[src/hdl/vcrc_defs.svh]
// Purpose: constants for the channel 0 resource control and status registers
// Assumes: configuration accesses carry a dword address and four byte enables
// Notes: every offset and reset value lives here, with the map and status field positions
//
// Functional notes
// - control register at 164h, resets 800000FFh
// - bit 31 channel on, reads 1, unwritable
// - bits 26:24 channel number fixed 000b
// - reserved control fields always read zero
// - bits 19:17 arbitration choice read-only 000b
// - bit 16 table reload read-only 0b
// - bits 7:0 map classes onto channel 0
// - map bit 0 fixed 1, 7:1 writable
// - map resets to FFh
// - status register at 16Ah, read-only, resets 0000h
// - status bit 1 shows negotiation pending
// - status bit 0 table changed, refresh clears
`ifndef VCRC_DEFS_SVH
`define VCRC_DEFS_SVH

// register byte offsets in extended configuration space
`define VCRC_CTRL_OFS 12'h164
`define VCRC_STAT_OFS 12'h16a

// reset values
`define VCRC_CTRL_RST 32'h800000ff
`define VCRC_STAT_RST 16'h0000
`define VCRC_MAP_RST 8'hff

// fixed field values of the control register
`define VCRC_ON_VAL 1'h1
`define VCRC_CHNUM_VAL 3'h0
`define VCRC_ARB_VAL 3'h0
`define VCRC_RELOAD_VAL 1'h0

// field positions
`define VCRC_MAP_W 8
`define VCRC_MAP_LANE 0
`define VCRC_PEND_BIT 1
`define VCRC_TBL_BIT 0

`endif

[src/hdl/vcrc_pkg.sv]
// Purpose: types shared by the channel 0 register bank
// Assumes: constants come from vcrc_defs.svh
// Notes: request and answer of the configuration port travel as structs
package vcrc_pkg;

    // one configuration access, presented for a single cycle
    typedef struct packed {
        logic rd;            // read strobe
        logic wr;            // write strobe
        logic [9:0] dwAddr;  // dword address, byte offset bits 11:2
        logic [3:0] byteEn;  // byte lanes of the write
        logic [31:0] wdata;  // write data
    } vcrc_req_s;

    // answer to a read, one cycle after the strobe
    typedef struct packed {
        logic valid;         // answer present
        logic hit;           // address belongs to this bank
        logic [31:0] data;   // read data
    } vcrc_rsp_s;

    // status flags of the channel
    typedef struct packed {
        logic negotiationPending; // channel negotiation in progress
        logic tableChanged;       // arbitration table differs from hardware
    } vcrc_stat_s;

endpackage

[src/hdl/vcrc_regs.sv]
// Purpose: channel 0 resource control and status registers
// Assumes: configuration accesses arrive on the core clock, one cycle each
// Notes: read answers are registered; unmapped dwords answer zero, hit low
`timescale 1ns/1ps
`include "vcrc_defs.svh"

module vcrc_regs (
    // clock, reset and freeze
    input wire logic clk,
    input wire logic reset,
    input wire logic ce,
    // configuration access from the upstream link
    input wire vcrc_pkg::vcrc_req_s cfgReq,
    output vcrc_pkg::vcrc_rsp_s cfgRsp,
    // channel state reported by the link layer
    input wire logic negotiationBusy,
    input wire logic tableModified,
    input wire logic tableRefreshDone,
    // traffic class routing for the datapath
    output logic [7:0] trafficClassMap
);

    ////////////////////////////////////////////////////////////////////////
    // address decode

    // offsets as vectors so the dword part can be sliced
    localparam logic [11:0] CtrlOfs = `VCRC_CTRL_OFS;
    localparam logic [11:0] StatOfs = `VCRC_STAT_OFS;

    // status is a half word; its lane inside the dword
    localparam logic StatUpper = StatOfs[1];

    logic ctrlHit; // access targets the control dword
    logic statHit; // access targets the status dword

    // combinational decode of the dword address
    always_comb begin
        ctrlHit = (cfgReq.dwAddr == CtrlOfs[11:2]);
        statHit = (cfgReq.dwAddr == StatOfs[11:2]);
    end

    ////////////////////////////////////////////////////////////////////////
    // traffic class map

    logic [7:0] mapQ; // stored map, bit 0 pinned to one
    logic [7:0] mapD; // next map
    logic mapWrite;   // write reaches the map byte lane

    // only lane 0 of the control dword holds writable bits;
    // the upper three lanes are hardwired and swallow writes
    always_comb begin
        mapWrite = cfgReq.wr && ctrlHit && cfgReq.byteEn[`VCRC_MAP_LANE];
    end

    // class 0 can never leave channel 0
    always_comb begin
        mapD[0] = 1'h1;
    end

    // classes 1 to 7 follow the last write
    genvar gi;
    generate
        for (gi = 1; gi < `VCRC_MAP_W; gi++) begin : g_map
            always_comb begin
                if (mapWrite) begin
                    mapD[gi] = cfgReq.wdata[gi];
                end else begin
                    mapD[gi] = mapQ[gi];
                end
            end
        end
    endgenerate

    // map register; reset wins over the freeze so a stalled core still
    // comes out of reset with every class on channel 0
    always_ff @(posedge clk) begin
        if (reset) begin
            mapQ <= `VCRC_MAP_RST;
        end else if (ce) begin
            mapQ <= mapD;
        end
    end

    ////////////////////////////////////////////////////////////////////////
    // status flags

    vcrc_pkg::vcrc_stat_s statQ; // live status
    vcrc_pkg::vcrc_stat_s statD; // next status

    // reset image of the status half word; only its two live bits are stored
    localparam logic [15:0] StatRst = `VCRC_STAT_RST;

    // pending follows the link layer, one cycle late;
    // the table flag is sticky and a new change beats a finishing refresh,
    // so an edit racing the refresh is never lost
    always_comb begin
        statD = statQ;
        statD.negotiationPending = negotiationBusy;
        if (tableModified) begin
            statD.tableChanged = 1'h1;
        end else if (tableRefreshDone) begin
            statD.tableChanged = 1'h0;
        end
    end

    // status register, written by hardware only
    always_ff @(posedge clk) begin
        if (reset) begin
            statQ <= StatRst[1:0];
        end else if (ce) begin
            statQ <= statD;
        end
    end

    ////////////////////////////////////////////////////////////////////////
    // read path

    logic [31:0] ctrlWord; // control register as software sees it
    logic [15:0] statWord; // status half word as software sees it
    vcrc_pkg::vcrc_rsp_s rspQ; // registered answer
    vcrc_pkg::vcrc_rsp_s rspD; // next answer

    // the control word is rebuilt from fixed fields and the stored map,
    // so there is no stored copy of the read-only bits to corrupt
    always_comb begin
        ctrlWord = {
            `VCRC_ON_VAL,
            4'h0,
            `VCRC_CHNUM_VAL,
            4'h0,
            `VCRC_ARB_VAL,
            `VCRC_RELOAD_VAL,
            8'h00,
            mapQ
        };
    end

    // status bits 15:2 are reserved and read zero
    always_comb begin
        statWord = {14'h0000, statQ};
    end

    // pick the answer; the lower half of the status dword is not ours
    always_comb begin
        rspD.valid = cfgReq.rd;
        rspD.hit = cfgReq.rd && (ctrlHit || statHit);
        rspD.data = 32'h00000000;
        if (cfgReq.rd && ctrlHit) begin
            rspD.data = ctrlWord;
        end else if (cfgReq.rd && statHit) begin
            if (StatUpper) begin
                rspD.data = {statWord, 16'h0000};
            end else begin
                rspD.data = {16'h0000, statWord};
            end
        end
    end

    // answer register; valid drops while frozen is not wanted, so the
    // whole answer simply holds
    always_ff @(posedge clk) begin
        if (reset) begin
            rspQ <= '0;
        end else if (ce) begin
            rspQ <= rspD;
        end
    end

    ////////////////////////////////////////////////////////////////////////
    // outputs, straight from flip-flops

    always_comb begin
        cfgRsp = rspQ;
        trafficClassMap = mapQ;
    end
endmodule

[config.mk]
export PLATFORM = sky130hd
export DESIGN_NAME = vcrc_regs
export DESIGN_NICKNAME = d
export VERILOG_FILES = /design/src/hdl/vcrc_pkg.sv /design/src/hdl/vcrc_regs.sv
export VERILOG_INCLUDE_DIRS = /design/src /design/src/hdl
export SDC_FILE = /design/constraint.sdc
export NUM_CORES = 1
export LEC_CHECK = 0
export ABC_AREA = 1
export ABC_CLOCK_PERIOD_IN_PS = 1500
export BUFFER_PORTS_ARGS = -buffer_cell sky130_fd_sc_hd__buf_2
export CORE_MARGIN = 3
export CORE_UTILIZATION = 40
export DETAILED_ROUTE_END_ITERATION = 10
export PLACE_DENSITY = 0.85
export SLEW_MARGIN = 5
export SYNTH_ARGS = -nofsm -noshare
export SYNTH_HDL_FRONTEND = slang
export SYNTH_SLANG_ARGS = --single-unit
[constraint.sdc]
create_clock -name clk -period 1.5 [get_ports clk]
set_input_delay 0 -clock clk [delete_from_list [all_inputs] [get_ports clk]]
set_output_delay 0 -clock clk [all_outputs]
set_load 0.05 [all_outputs]
Word level (Yosys, flattened, before mapping). Index checks and enable logic that the tools add are counted. W data, S select, Z words.

Register bits: 43. Input bits: 54. Output and inout port bits: 42. Logic and storage cells: 21.

Equal/unequal tests: 2. Multiplexer cells: 4. Reduce and logical (&&, ||, !) cells: 9.

Operator list (number): $mux W32 (1); $eq A10 B7 Y1 const B (2); $mux W18 (1); $logic_and A1 B1 Y1 (5); $reduce_and A2 Y1 (2); $mux W1 (2); $reduce_bool A2 Y1 (1); $logic_or A1 B1 Y1 (1).

Depth between registers and ports, before layout.
Depth in word-level cells: 4. Gate-level depth with buffers: 8. Gate-level depth less buffers: 8.

Worst setup path after synthesis. No wires, ideal clock.

Path type: reg2reg. Start point: reg mapQ[1], in the netlist trafficClassMap[1]. End point: reg rspQ, in the netlist cfgRsp[1]. Library setup time: 0.067 ns. Arrival time: 0.922 ns. Data required time: 1.433 ns. Path slack: 0.511 ns. Cell stages (with the launch flop): 3. Path buffers: 0. Clock period less this slack: 0.989 ns. Cells stage by stage: dfxtp_1 > nand4_2 > a21oi_2.

Word-level cells in the longest chain between the ends: 1.

Ends and longest elaborated chain: start: declaration (RTL line vcrc_regs.sv:45) `logic [7:0] mapQ;`; start signal: assignment (RTL line vcrc_regs.sv:78) `` mapQ <= `VCRC_MAP_RST; ``; start signal: assignment (RTL line vcrc_regs.sv:80) `mapQ <= mapD;`; $mux W32 (RTL line vcrc_regs.sv:148) `if (cfgReq.rd && ctrlHit) begin`; end signal: assignment (RTL line vcrc_regs.sv:165) `rspQ <= rspD;`; end: declaration (RTL line vcrc_regs.sv:120) `vcrc_pkg::vcrc_rsp_s rspQ;`.

Every way passes these cells. A chain may end at the register's enable or synchronous reset.

Worst setup path in the final report.
Start point: in tableModified. End point: reg statQ[0] (netlist bit).

Word-level cells in the longest chain between the ends: 2. Elaborated cells on any way between the ends: 3.

Ends and longest elaborated chain: start: declaration (RTL line vcrc_regs.sv:17) `input wire logic tableModified,`; $reduce_bool A2 Y1 (no source line); $reduce_and A2 Y1 (no source line); end signal: assignment (RTL line vcrc_regs.sv:109) `statQ <= StatRst[1:0];`; end signal: assignment (RTL line vcrc_regs.sv:111) `statQ <= statD;`; end: declaration (RTL line vcrc_regs.sv:87) `vcrc_pkg::vcrc_stat_s statQ;`.

Several ways; a longest one is shown, not always the timed one.

==> summary.md <==
| Metric | Value |
|---|---|
| Outcome | `finished clean` |
| Critical Path Start Type | `input port` |
| Cts repair resizes | `0` |
| Std cell rows | `18` |
| CP Max Fanout | `2` |
| Sequential power share | `0.526` |
| Worst setup EP type | `register` |
| CTS Buf Count | `3` |
| Psw | `357 uW` |
| Top post-synthesis cells by count | `nand2_1, buf_4, dfxtp_1, nand4_1, a21oi_1` |
| Overflow after GRT | `0` |
| CP max stage cell | `dlygate4sd3_1` |
| Minimum clock period | `1.14 ns` |
| Core area | `0.00250 sq mm` |
| Largest area contributor in the netlist | `dfxtp_1` |
| Yosys top cell area share | `0.394` |
| Cell Pwr Density | `789 mW/mm^2` |
| Syn. warnings | `0` |
| CTS sink count | `21` |
| Final setup viols | `0` |
| IO Count | `96` |
| Main synth FF type | `dfxtp_1` |
| Setup slack after layout | `0.362 ns` |
| Post-CTS setup buffer count | `0` |
| Via density | `4.59` |
| Crit path largest cell delay | `0.56 ns` |
| Critical Path AT | `1.34 ns` |
| Sw frac | `0.332` |
| Wire length of the first global-routing pass | `3900 um` |
| Top post-synthesis cells by area | `dfxtp_1, buf_4, nand2_1` |
| Peak Freq | `0.878 GHz` |
| Worst Hold Class | `input port to register` |
| Final hold violation count | `0` |
| Clock power frac | `0.252` |
| Final clock skew | `0.00509 ns` |
| Setup TNS | `0 ns` |
| Worst path cell trace | `dlygate4sd3_1, buf_2, nand2_1, dlygate4sd3_1, a21oi_1` |
| PortBufs | `45` |
| Int Pwr | `718 uW` |
| Clk root buf | `clkbuf_4` |
| VDD IR max | `444 uV` |
| Clock tree from TritonCTS | `done` |
| Mapped Area | `0.00107 sq mm` |
| Initial antenna violation count | `0` |
| Max-slew violation count | `0` |
| Largest net degree at the start of global routing | `20` |
| Setup CP Type | `input port to register` |
| Die ar. | `0.00332 sq mm` |
| Detail Route Antenna Nets | `0` |
| Detailed Place HPWL | `1770 um` |
| Most frequent cell after synthesis | `nand2_1` |
| CP required | `1.70 ns` |
| Clk buf depth | `2` |
| Share of cells above drive strength 1 | `0.319` |
| Htree depth | `1` |
| Pre-Repair DR Iteration Count | `4` |
| Die Ht | `57.7 um` |
| Routed Wire Length | `2440 um` |
| Final Cycle Share | `0.759` |
| NumNets Final | `246` |
| Logic gate share of total power | `0.222` |
| Synth async-reset ratio | `0` |
| Detailed Route Iter0 Violations | `22` |
| Flops & latches, synth | `21` |
| RSZ-0062 raised after global routing | `no` |
| Drt drc | `0` |
| Horiz. Die Dim | `57.7 um` |
| Vias in the first global route | `940` |
| Area grow syn2layout | `27.7%` |
| Number of flops mapped to enable cells by yosys | `0` |
| Register area share after synthesis | `0.394` |
| Post-Syn Area per Cell | `7.85 sq um` |
| Count of cell types in the netlist | `21` |
| Vias | `1020` |
| Worst-Skew Late Latency | `0.30 ns` |
| Initial core utilization | `0.427` |
| Wire per inst | `11.0 um` |
| Critical path's top delay family | `buffers and inverters` |
| Worst-path clk slew | `0.12 ns` |
| Buffer and inverter count on the worst path | `3` |
| DP Worst Slack | `0.447 ns` |
| Max-cap violations | `0` |
| Leakage power | `0.701 nW` |
| Total GRT Usage | `0.148` |
| RD Place Congestion | `0.752` |
| Crit-path most repeated cell | `dlygate4sd3_1` |
| Post-synthesis cell count | `136` |
-- layout make-up --
cell class	instances	area [sq um]
Antenna cell	1	2.50
Inverter	7	26.3
Clock buffer	3	22.5
Tap cell	30	37.5
Multi-Input combinational cell	101	495
Timing Repair Buffer	58	353
Clock inverter	1	5.00
Sequential cell	21	420
Fill cell	243	1140
-- final timing paths --
path	end	slack, ns	depth (start not counted)	from
hold reg to reg	cfgRsp[33]	0.47	2	cfgRsp[33]
setup / recovery	statQ[0]	0.36	5	tableModified
hold / removal	cfgRsp[1]	0.03	2	reset
setup reg to reg	cfgRsp[3]	0.82	2	trafficClassMap[3]
-- per-layer routing --
layer	track usage	up-vias	share of wire
met3	0.0379	6	0.070
met5	0	-	0
met2	0.247	45	0.49
li1	-	514	-
met1	0.188	455	0.43
met4	0.0464	0	0.014
-- worst reg2reg max path, delay by kind of cell (launching register included) --
family           cells  cell delay, ns
AO/OA/AOI/OAI        1            0.15
AND/OR/NAND/NOR      1            0.10
flip-flops           1            0.37
-- power by group through the flow --
stage               Combinational, mW  Sequential (mW)  Clock (mW)
floorplan                       0.207            0.583           0
global placement                0.210            0.577           0
detailed placement              0.211            0.577           0
CTS                             0.236            0.565       0.276
global route                    0.254            0.565       0.299
finish                          0.239            0.565       0.271
-- cell usage in the layout (no fill, tap or decap) --
master         instances
nor2_8                 1
nand4_1               13
nand3_1               10
nand2_2                2
clkbuf_4               3
conb_1                22
nor2_2                 3
nor2_1                 6
nand3_2                1
clkinv_2               1
buf_2                 45
nor2_4                 1
a21oi_1               11
inv_1                  6
nand4_2                1
o21ai_0                1
inv_2                  1
dlygate4sd3_1         12
a21oi_2                1
nand2_1               28
dfxtp_1               21
diode_2                1
buf_4                  1
-- through the flow --
stage               power, mW  cell area, sq um  hold WS (ns)   util  instances
global route             1.12              1360        0.0303  0.544        221
detailed placement      0.789              1210         0.238  0.485        205
floorplan               0.790              1140        0.0691      -        156
finish                   1.07              1360        0.0288  0.545        222
CTS                      1.08              1360        0.0221  0.544        221
global placement        0.787              1210         0.232  0.485        205
-- timing repair --
item,in CTS,in global routing
hold endpoints to repair,10,0
endpoints found under the setup margin,0,0
hold buffers,12,0
-- sequential cells by signal, indices dropped and copies added, names as in the netlist --
signal / cells
trafficClassMap: 7
cfgRsp: 12
statQ: 2
-- cell families (layout without fill, tap and decap cells) --
group / after synthesis / in the layout / synth area share
AND/OR/NAND/NOR: 66 / 66 / 0.322
buffers and inverters: 34 / 69 / 0.212
flip-flops: 21 / 21 / 0.394
AO/OA/AOI/OAI: 13 / 13 / 0.0645
other: 2 / 23 / 0.00704
Power figures use the tool's default switching activity.
